===== config.mk =====
export PLATFORM = sky130hd
export DESIGN_NAME = pioc_top
export DESIGN_NICKNAME = d
export VERILOG_FILES = /design/src/rtl/pioc_pkg.sv /design/src/rtl/pioc_sync.sv /design/src/rtl/pioc_top.sv
export VERILOG_INCLUDE_DIRS = /design/src /design/src/rtl
export SDC_FILE = /design/constraint.sdc
export NUM_CORES = 1
export LEC_CHECK = 0
export ABC_CLOCK_PERIOD_IN_PS = 2600
export BUFFER_PORTS_ARGS = -buffer_cell sky130_fd_sc_hd__buf_2
export CORE_ASPECT_RATIO = 1.1
export CORE_MARGIN = 4
export CORE_UTILIZATION = 35
export CTS_CLUSTER_DIAMETER = 30
export DETAILED_ROUTE_END_ITERATION = 12
export GPL_ROUTABILITY_DRIVEN = 0
export HOLD_SLACK_MARGIN = 0.08
export PLACE_DENSITY_LB_ADDON = 0.05
export SYNTH_ARGS = -nofsm -noshare
export SYNTH_HDL_FRONTEND = slang
export SYNTH_SLANG_ARGS = --single-unit

===== constraint.sdc =====
create_clock -name sys_clk_i -period 2.6 [get_ports sys_clk_i]
set_clock_uncertainty 0.05 [all_clocks]
set_input_delay 0.52 -clock sys_clk_i [delete_from_list [all_inputs] [get_ports sys_clk_i]]
set_output_delay 0.52 -clock sys_clk_i [all_outputs]
set_load 0.05 [all_outputs]

===== src/rtl/pioc_params.svh =====
`ifndef PIOC_PARAMS_SVH
`define PIOC_PARAMS_SVH
// register byte addresses, one per port per kind, global at its base only (port n at base + 4*n)
`define PIOC_ADDR_LATCH 12'h000
`define PIOC_ADDR_MODE_IN 12'h010
`define PIOC_ADDR_MODE_OUT 12'h020
`define PIOC_ADDR_DRIVE 12'h030
`define PIOC_ADDR_PINS 12'h040
`define PIOC_ADDR_GLOBAL 12'h050
`define PIOC_ADDR_KIND_MASK 12'hff0
`define PIOC_ADDR_PORT_LO 2
// port count and width
`define PIOC_NPORTS 3
`define PIOC_PORT_W 8
`define PIOC_NPINS 24
// reset values
`define PIOC_RST_LATCH 8'hff
`define PIOC_RST_MODE_IN 8'hff
`define PIOC_RST_MODE_OUT 8'h00
`define PIOC_RST_DRIVE 8'h00
`define PIOC_RST_PUD 1'b0
// pins withheld from general use: bits of port 1 (p1.0-p1.4)
`define PIOC_P1_RADIO_MASK 8'h17
`define PIOC_P1_UNAVAIL_MASK 8'h08
// index of pin shared with debug data line (p2.7)
`define PIOC_DBG_PIN 23
`endif


===== src/rtl/pioc_pkg.sv =====
package pioc_pkg;
  // apb transfer phase of the slave
  typedef enum logic [1:0] {
    PIOC_IDLE = 2'b00,
    PIOC_SETUP = 2'b01,
    PIOC_ACCESS = 2'b10
  } pioc_phase_t;
  // register kind decoded from address
  typedef enum logic [2:0] {
    PIOC_K_LATCH = 3'b000,
    PIOC_K_MDIN = 3'b001,
    PIOC_K_MDOUT = 3'b010,
    PIOC_K_DRV = 3'b011,
    PIOC_K_PINS = 3'b100,
    PIOC_K_GLOBAL = 3'b101,
    PIOC_K_NONE = 3'b110
  } pioc_kind_t;
endpackage : pioc_pkg


===== src/rtl/pioc_sync.sv =====
// two stage synchroniser for a bus of pad levels
module pioc_sync (
  // clock and reset
  input wire logic sys_clk_i,
  input wire logic rst_i,
  // raw and synchronised levels
  input wire logic [23:0] d_i,
  output logic [23:0] q_o
);
  // first stage, read only by the second
  logic [23:0] meta_q;
  always_ff @(posedge sys_clk_i) begin
    if (rst_i) begin
      meta_q <= 24'h000000;
      q_o <= 24'h000000;
    end else begin
      meta_q <= d_i;
      q_o <= meta_q;
    end
  end
endmodule : pioc_sync


===== src/rtl/pioc_top.sv =====
// Functional notes
// - select bit zero analog, one digital
// - reset: digital, high impedance, pull-up on
// - analog cell: no pull-up, no receiver
// - analog pin reads back zero
// - push-pull drives pad both ways
// - open-drain: low drive only, else off
// - high impedance digital cell gets pull-up
// - pull-up off while driving low
// - global disable kills all pull-ups
// - digital pin reads actual pad level
// - per-pin drive strength, low at reset
// - three byte ports, selectable analog pins
// - radio link pins reserved, p1.3 withheld
// - p2.7 gpio shared with debug data
`include "pioc_params.svh"
module pioc_top (
  // clock and reset
  input wire logic sys_clk_i,
  input wire logic rst_i,
  // apb slave
  input wire logic psel_i,
  input wire logic penable_i,
  input wire logic pwrite_i,
  input wire logic [11:0] paddr_i,
  input wire logic [31:0] pwdata_i,
  output logic [31:0] prdata_o,
  output logic pready_o,
  output logic pslverr_o,
  // peripheral overrides per pin
  input wire logic [23:0] periph_sel_i,
  input wire logic [23:0] periph_out_i,
  input wire logic [23:0] periph_oe_i,
  // debug data line sharing p2.7
  input wire logic dbg_own_i,
  input wire logic dbg_out_i,
  input wire logic dbg_oe_i,
  output logic dbg_in_o,
  // pads
  input wire logic [23:0] pad_i,
  output logic [23:0] pad_o,
  output logic [23:0] pad_oe_o,
  output logic [23:0] pad_pullup_o,
  output logic [23:0] pad_rx_en_o,
  output logic [23:0] pad_drive_high_o,
  // synchronised pin levels for internal peripherals
  output logic [23:0] pin_level_o
);
  // per-port configuration, stored flat, one byte per port
  logic [23:0] latch_q;
  logic [23:0] pin_analog_digital_select_q;
  logic [23:0] pin_output_mode_select_q;
  logic [23:0] pin_drive_strength_select_q;
  logic pullup_global_disable_q;
  // synchronised pad levels
  logic [23:0] pad_sync;
  // pin that general use may touch
  logic [23:0] usable;
  // output logic value and drive enables per pin
  logic [23:0] out_val;
  logic [23:0] drive_en;
  logic [23:0] pin_read;
  // decoded access
  pioc_pkg::pioc_kind_t kind;
  logic [1:0] port;
  logic wr_en;
  logic rd_en;

  // classify an address into its register kind
  function automatic pioc_pkg::pioc_kind_t decode_kind(
      input logic [11:0] a);
    logic [11:0] b;
    b = a & `PIOC_ADDR_KIND_MASK;
    if (a[`PIOC_ADDR_PORT_LO+1:`PIOC_ADDR_PORT_LO] == 2'h3 ||
        a[1:0] != 2'h0)
      decode_kind = pioc_pkg::PIOC_K_NONE;
    else if (b == `PIOC_ADDR_LATCH)
      decode_kind = pioc_pkg::PIOC_K_LATCH;
    else if (b == `PIOC_ADDR_MODE_IN)
      decode_kind = pioc_pkg::PIOC_K_MDIN;
    else if (b == `PIOC_ADDR_MODE_OUT)
      decode_kind = pioc_pkg::PIOC_K_MDOUT;
    else if (b == `PIOC_ADDR_DRIVE)
      decode_kind = pioc_pkg::PIOC_K_DRV;
    else if (b == `PIOC_ADDR_PINS)
      decode_kind = pioc_pkg::PIOC_K_PINS;
    else if (a == `PIOC_ADDR_GLOBAL)
      decode_kind = pioc_pkg::PIOC_K_GLOBAL;
    else
      decode_kind = pioc_pkg::PIOC_K_NONE;
  endfunction : decode_kind

  // merge a byte into one port lane of a flat vector
  function automatic logic [23:0] put_byte(input logic [23:0] v,
      input logic [1:0] p, input logic [7:0] d);
    logic [23:0] r;
    r = v;
    r[p*8 +: 8] = d;
    put_byte = r;
  endfunction : put_byte

  // pins withheld from general use: radio link and p1.3
  assign usable = ~{8'h00,
      (`PIOC_P1_RADIO_MASK | `PIOC_P1_UNAVAIL_MASK), 8'h00};

  // every transfer answers in its first access cycle
  assign kind = decode_kind(paddr_i);
  assign port = paddr_i[`PIOC_ADDR_PORT_LO+1:`PIOC_ADDR_PORT_LO];
  assign pready_o = psel_i & penable_i;
  assign pslverr_o = psel_i & penable_i &
      (kind == pioc_pkg::PIOC_K_NONE);
  assign wr_en = psel_i & penable_i & pwrite_i &
      (kind != pioc_pkg::PIOC_K_NONE);
  assign rd_en = psel_i & ~penable_i & ~pwrite_i;

  // output latches, all ones at reset so nothing drives low
  always_ff @(posedge sys_clk_i) begin
    if (rst_i) begin
      latch_q <= {3{`PIOC_RST_LATCH}};
    end else if (wr_en && kind == pioc_pkg::PIOC_K_LATCH) begin
      latch_q <= put_byte(latch_q, port, pwdata_i[7:0]);
    end
  end

  // analog or digital select, digital at reset
  always_ff @(posedge sys_clk_i) begin
    if (rst_i) begin
      pin_analog_digital_select_q <= {3{`PIOC_RST_MODE_IN}};
    end else if (wr_en && kind == pioc_pkg::PIOC_K_MDIN) begin
      pin_analog_digital_select_q <= put_byte(
          pin_analog_digital_select_q, port, pwdata_i[7:0]);
    end
  end

  // output mode, open-drain at reset so the pad floats
  always_ff @(posedge sys_clk_i) begin
    if (rst_i) begin
      pin_output_mode_select_q <= {3{`PIOC_RST_MODE_OUT}};
    end else if (wr_en && kind == pioc_pkg::PIOC_K_MDOUT) begin
      pin_output_mode_select_q <= put_byte(
          pin_output_mode_select_q, port, pwdata_i[7:0]);
    end
  end

  // drive strength, low at reset
  always_ff @(posedge sys_clk_i) begin
    if (rst_i) begin
      pin_drive_strength_select_q <= {3{`PIOC_RST_DRIVE}};
    end else if (wr_en && kind == pioc_pkg::PIOC_K_DRV) begin
      pin_drive_strength_select_q <= put_byte(
          pin_drive_strength_select_q, port, pwdata_i[7:0]);
    end
  end

  // global pull-up disable
  always_ff @(posedge sys_clk_i) begin
    if (rst_i) begin
      pullup_global_disable_q <= `PIOC_RST_PUD;
    end else if (wr_en && kind == pioc_pkg::PIOC_K_GLOBAL) begin
      pullup_global_disable_q <= pwdata_i[0];
    end
  end

  // pad level synchroniser
  pioc_sync u_sync (
    .sys_clk_i(sys_clk_i),
    .rst_i(rst_i),
    .d_i(pad_i),
    .q_o(pad_sync)
  );

  // per-pin cell logic
  genvar gi;
  generate
    for (gi = 0; gi < `PIOC_NPINS; gi++) begin : g_cell
      logic dbg_here;
      logic pp;
      logic en_raw;
      // debug owns the shared pad only on p2.7
      assign dbg_here = (gi == `PIOC_DBG_PIN) & dbg_own_i;
      assign pp = pin_output_mode_select_q[gi];
      // output value: debug, then peripheral, then latch
      assign out_val[gi] = dbg_here ? dbg_out_i :
          periph_sel_i[gi] ? periph_out_i[gi] : latch_q[gi];
      // a peripheral may release its pin with its own enable
      assign en_raw = dbg_here ? dbg_oe_i :
          (periph_sel_i[gi] ? periph_oe_i[gi] : 1'b1);
      // push-pull drives both levels, open-drain only low
      assign drive_en[gi] = en_raw & usable[gi] &
          (pp | ~out_val[gi]) & (dbg_here |
          pin_analog_digital_select_q[gi]);
      assign pad_oe_o[gi] = drive_en[gi];
      assign pad_o[gi] = out_val[gi];
      // pull-up only when digital, not driving low, not disabled
      assign pad_pullup_o[gi] = pin_analog_digital_select_q[gi] &
          ~(drive_en[gi] & ~out_val[gi]) &
          ~pullup_global_disable_q;
      assign pad_rx_en_o[gi] = pin_analog_digital_select_q[gi];
      assign pad_drive_high_o[gi] =
          pin_drive_strength_select_q[gi];
      // analog pins read zero, digital read the pad
      assign pin_read[gi] = pad_sync[gi] &
          pin_analog_digital_select_q[gi];
    end
  endgenerate

  assign pin_level_o = pin_read;
  // debug receiver sees p2.7 regardless of general-use config
  assign dbg_in_o = pad_sync[`PIOC_DBG_PIN];

  // read data captured in setup so it is stable in access
  always_ff @(posedge sys_clk_i) begin
    if (rst_i) begin
      prdata_o <= 32'h00000000;
    end else if (rd_en) begin
      unique case (kind)
        pioc_pkg::PIOC_K_LATCH:
          prdata_o <= {24'h000000, latch_q[port*8 +: 8]};
        pioc_pkg::PIOC_K_MDIN:
          prdata_o <= {24'h000000,
              pin_analog_digital_select_q[port*8 +: 8]};
        pioc_pkg::PIOC_K_MDOUT:
          prdata_o <= {24'h000000,
              pin_output_mode_select_q[port*8 +: 8]};
        pioc_pkg::PIOC_K_DRV:
          prdata_o <= {24'h000000,
              pin_drive_strength_select_q[port*8 +: 8]};
        pioc_pkg::PIOC_K_PINS:
          prdata_o <= {24'h000000, pin_read[port*8 +: 8]};
        pioc_pkg::PIOC_K_GLOBAL:
          prdata_o <= {31'h00000000, pullup_global_disable_q};
        default:
          prdata_o <= 32'h00000000;
      endcase
    end
  end

  // assertions
  a_analog_no_pull: assert property (@(posedge sys_clk_i)
      disable iff (rst_i)
      (~pin_analog_digital_select_q[0] |-> ~pad_pullup_o[0] &&
      ~pad_rx_en_o[0]))
    else $error("analog cell has pull-up or receiver");
  a_analog_reads_zero: assert property (@(posedge sys_clk_i)
      disable iff (rst_i)
      (~pin_analog_digital_select_q[1] |-> ~pin_read[1]))
    else $error("analog pin read nonzero");
  a_od_no_high: assert property (@(posedge sys_clk_i)
      disable iff (rst_i)
      (pad_oe_o[2] && ~pin_output_mode_select_q[2] &&
      ~periph_sel_i[2] |-> ~pad_o[2]))
    else $error("open-drain drives high");
  a_pp_drives: assert property (@(posedge sys_clk_i)
      disable iff (rst_i)
      (pin_output_mode_select_q[0] && pin_analog_digital_select_q[0]
      && ~periph_sel_i[0] |-> pad_oe_o[0] &&
      pad_o[0] == latch_q[0]))
    else $error("push-pull pin not driven from latch");
  a_pull_off_low: assert property (@(posedge sys_clk_i)
      disable iff (rst_i)
      (pad_oe_o[4] && ~pad_o[4] |-> ~pad_pullup_o[4]))
    else $error("pull-up on while driving low");
  a_global_pud: assert property (@(posedge sys_clk_i)
      disable iff (rst_i)
      (pullup_global_disable_q |-> pad_pullup_o == 24'h000000))
    else $error("pull-up on under global disable");
  // the synchroniser restarts from zero, so skip two cycles after reset
  a_read_sync: assert property (@(posedge sys_clk_i)
      disable iff (rst_i)
      (!$past(rst_i) && !$past(rst_i, 2) &&
      pin_analog_digital_select_q[5] &&
      $stable(pin_analog_digital_select_q[5])
      |-> pin_read[5] == $past(pad_i[5], 2)))
    else $error("pin read not two-stage pad level");
  a_reserved_idle: assert property (@(posedge sys_clk_i)
      disable iff (rst_i)
      (pad_oe_o[11:8] == 4'h0 && pad_oe_o[12] == 1'b0))
    else $error("reserved pin driven");
  a_reset_state: assert property (@(posedge sys_clk_i)
      $past(rst_i) && !rst_i |-> pad_oe_o[0] == 1'b0 &&
      pad_pullup_o[0] && pad_rx_en_o[0])
    else $error("bad state after reset");
  // an undriven digital cell gets its pull-up unless pull-ups are globally disabled
  a_hiz_pullup: assert property (@(posedge sys_clk_i)
      disable iff (rst_i)
      (pin_analog_digital_select_q[6] && ~pad_oe_o[6] &&
      ~pullup_global_disable_q |-> pad_pullup_o[6]))
    else $error("floating digital cell lacks pull-up");
  // debug owner drives the shared pad when its mode allows
  a_dbg_drives: assert property (@(posedge sys_clk_i)
      disable iff (rst_i)
      (dbg_own_i && dbg_oe_i && pin_output_mode_select_q[23]
      |-> pad_oe_o[23] && pad_o[23] == dbg_out_i))
    else $error("debug line not driven on shared pad");
  c_write_cfg: cover property (@(posedge sys_clk_i)
      wr_en && kind == pioc_pkg::PIOC_K_MDOUT);
  c_analog_pin: cover property (@(posedge sys_clk_i)
      ~pin_analog_digital_select_q[3]);
  c_dbg_own: cover property (@(posedge sys_clk_i)
      dbg_own_i && pad_oe_o[23]);
  c_pin_read: cover property (@(posedge sys_clk_i)
      rd_en && kind == pioc_pkg::PIOC_K_PINS);
endmodule : pioc_top


==> impl_summary.md <==
Cells and area
In the final layout, the share of cells above drive strength 1 is 31.41%. The net total in the final layout is approximately 1,400. Compared with the post-synthesis result, the final layout area differs by 33.04%. In the layout the commonest cells are sky130_fd_sc_hd__buf_2 (266), sky130_fd_sc_hd__dfxtp_1 (152), sky130_fd_sc_hd__nand2_1 (88). The library cell used most frequently in the layout, excluding fill and tap cells, is sky130_fd_sc_hd__buf_2. The total inserted antenna cells is 0.

Power
The power density over cell area is approximately 560 nW/um^2. The worst-case IR drop observed on VDD is between 0.3 and 0.4 mV. The leakage power of the design is 4.761 nW.

Total power for the finished layout comes to between 5 and 6 mW.

Worst setup path
Walking the worst path, the cells encountered are buf_2 -> ha_1 -> or4_1 -> buf_4 -> nor2_2 -> buf_6 -> a21boi_2 -> buf_4. In this design, the stage delay of the slowest critical-path cell is 410 ps. For this design, the slowest cell found on the critical path is sky130_fd_sc_hd__or4_1. Data arrives at the worst endpoint at 1920 ps. The depth of the worst register-to-register path is 6.

Counting stages on the worst path, the most repeated cell is sky130_fd_sc_hd__buf_4. The kind of start point of the critical path is an input port. The worst path required time is 2030 ps.

STA classifies the critical path endpoint as an output port. Along the worst path, the maximum fanout reaches 7. The worst setup path is of the input port to output port kind.

Timing
The final clock period utilization by the worst path is around 96%. The final hold violation count is 0. Derived from the worst setup path, the maximum achievable clock frequency is 402.3 MHz. For the finished layout, the period the worst path requires is 2486 ps. The max-slew violation total from the final report is 0. Summed over all failing endpoints, the final setup total negative slack is 0 ps. The transition time of the tightest slew-check pin is between 600 and 700 ps. Setup repair after global routing left no endpoint under its margin.

The worst-case headroom to the max-slew limit is between 50% and 60%. Setup violations remaining at the end of the flow were counted as 0.

Routing
The overall via count from detail_route is 8,114. The residual DRC count is 0. The detail-routed net length per standard cell is about 20 um. The total detailed-routing wirelength is ~31 mm. The detailed router finished its first iteration with 564 violations. Using the TritonRoute via totals, the vias-per-cell ratio works out to 5.195. Once detail routing completed, the nets flagged for antenna violations numbered 0. The detailed-router iteration count before antenna repair is 5.

Run status
The run finished with clean final reports.

Synth
The most used flip-flop cell after synthesis is sky130_fd_sc_hd__dfxtp_1. The yosys synthesis warning count is 0. Of all flip-flops after synthesis, the portion carrying an async set or reset was 0%. The sequential element share of the synthesized area is 38.24%. The number of synthesized flops with an enable pin is 0. The cell area after technology mapping is roughly 8000 um^2. The instance count of the mapped netlist is 964.

The share of synthesized area in the top cell type comes to 38.24%. Summed over all instances, the cell type with the most area after synthesis is sky130_fd_sc_hd__dfxtp_1. The flip-flop and latch count after synthesis is 153. The number of different library cells in the post-synthesis netlist is 54.

Each instance of the synthesized netlist takes up on average 8.308 um^2. Yosys attributes the largest share of cell area to sky130_fd_sc_hd__dfxtp_1 (38%), sky130_fd_sc_hd__a211o_1 (6.1%), sky130_fd_sc_hd__nor2b_1 (5.3%), sky130_fd_sc_hd__a21oi_1 (4.7%), sky130_fd_sc_hd__nand2_1 (4.1%).

Min path
The min-delay analysis places its worst path in the category input port to flop. The worst hold path was traced through 2 stages.

Clock network
For the worst-skew pair, the clock arrives at the later sink with an insertion delay of 420 ps. The quantity of hold-fixing buffers added after cts is 0. The H-tree depth is 4. The clock root buffer master is sky130_fd_sc_hd__clkbuf_16. TritonCTS built the clock tree. The number of clock buffers inserted by TritonCTS is 17. The largest buffer count on any clock path is 2. Clock tree synthesis found a total of around 150 sinks. The clock edge transition at the registers on the reported setup and hold paths is 70 ps.

Floorplanning
The total area inside the core boundary comes to 22,320 um^2. The initial cell density of the core is 35.88%. The floorplan step defined a die boundary enclosing 25,370 um^2.

In this run the horizontal extent of the chip is 152.2 um. Measured along the y axis, the die boundary spans ~170 um. The total number of placement rows is 57. For this design the top-level I/O count stands at between 300 and 400.

GRT
The global-route wire length before repair is 46.37 mm. The remaining global-route overflow is 0. Entering global routing, the biggest net connects between 60 and 70 pins. The via count of the first global-routing pass is 7,636.

The number of antenna violations at the first check in global routing is 0. The overall global routing resource usage is 23.37%.

Placed design
The count of input and output buffers is 268. After legalization and detailed placement, the total HPWL measured 23.37 mm.

Flow run
The max-capacitance violation count is 0.
## power breakdown
part / leakage [nW] / switching [mW] / internal (mW)
sequential: 1.25 / 0.0187 / 2.38
clock: 0.303 / 1.12 / 1.45
combinational: 3.21 / 0.676 / 0.286
total: 4.76 / 1.81 / 4.11
## sequential cells by signal, indices dropped and copies added (netlist names)
register                  count
pullup_global_disable_q       1
prdata_o                      8
pin_output_mode_select_q     24
pad_drive_high_o             24
u_sync.meta_q                24
u_sync.q_o                   24
pad_rx_en_o                  24
latch_q                      24
## worst paths after layout
check / from / to / slack (ps)
worst min register to register: u_sync.meta_q[3]$_SDFF_PP0_ / u_sync.q_o[3]$_SDFF_PP0_ / 390
worst max register to register: pin_output_mode_select_q[6]$_SDFFE_PP0P_ / prdata_o[6]$_SDFFE_PP0P_ / 900
worst max-delay path: paddr_i[2] / pslverr_o / 110
worst min-delay path: pad_i[15] / u_sync.meta_q[15]$_SDFF_PP0_ / 250
## final cells by class
| type | instances | area, um^2 |
|---|---|---|
| multi-input combinational | 706 | 4433 |
| clock buffer | 20 | 466.7 |
| inverter | 32 | 120.1 |
| sequential | 153 | 3064 |
| clock inverter | 12 | 143.9 |
| timing repair buffer | 344 | 2058 |
| fill | 2279 | 11670 |
| tap | 295 | 369.1 |
## through the flow
stage | util, % | hold WS, ps | cells | setup WS [ps] | instance area [um^2]
after floorplan | - | 363.8 | 992 | 35.58 | 8118
after global placement | 44.89 | 364.1 | 1528 | -268.6 | 10020
after detailed placement | 44.89 | 371.8 | 1528 | -254.4 | 10020
after CTS | 47.65 | 234.4 | 1560 | 5.111 | 10640
after global routing | 47.73 | 233.3 | 1562 | 41.68 | 10660
final | 47.73 | 250.3 | 1562 | 114.4 | 10660
## cells in the mapped netlist (all sizes together) (2+ instances only)
| cell type | count |
|---|---|
| a211o | 56 |
| a211oi | 8 |
| a21o | 20 |
| a21oi | 76 |
| a221oi | 14 |
| a2bb2oi | 4 |
| a32o | 4 |
| and2 | 28 |
| and3 | 7 |
| buf | 45 |
| clkbuf | 56 |
| clkinv | 2 |
| dfxtp | 153 |
| ha | 5 |
| inv | 30 |
| mux2 | 7 |
| mux2i | 27 |
| nand2 | 88 |
| nand2b | 50 |
| nand3 | 56 |
| nand4 | 8 |
| nor2 | 67 |
| nor2b | 68 |
| nor3b | 5 |
| nor4 | 4 |
| nor4b | 2 |
| o211a | 18 |
| o211ai | 2 |
| o21a | 3 |
| o21ai | 10 |
| o221ai | 8 |
| o22ai | 2 |
| o311ai | 3 |
| o31ai | 5 |
| o32a | 6 |
| o32ai | 5 |
| or4 | 2 |
## cells by family after synthesis
family,after synthesis,share of synthesized area [%]
simple gates,390,25.46
compound gates,248,23.12
flops,153,38.24
buf+inv,133,7.983
mux,34,4.359
fa+ha+maj,5,0.7811
other cells,1,0.04682
## metal layers
metal	share of wire (%)	vias to the layer above	track usage, %	wire length (um)
met4	1.8	0	5.864	563
met3	5.8	29	4.594	1781
met2	47	289	37.70	14340
met5	0	-	0	0
met1	46	3850	32.28	14090
li1	-	3946	-	-
## critical path: cells and delay by family
family / cells / cell delay, ps
AOI/OAI and AO/OA: 1 / 50
adders and majority gates: 1 / 200
buffers and inverters: 4 / 610
and+or+nand+nor: 2 / 530
## what timing repair did
| action | 4_1_cts | 5_1_grt |
|---|---|---|
| setup buffers | 0 | 2 |
| gates resized for setup | 2 | 2 |
| endpoints found under the setup margin | 1 | 7 |
Power figures use the tool's default switching activity.
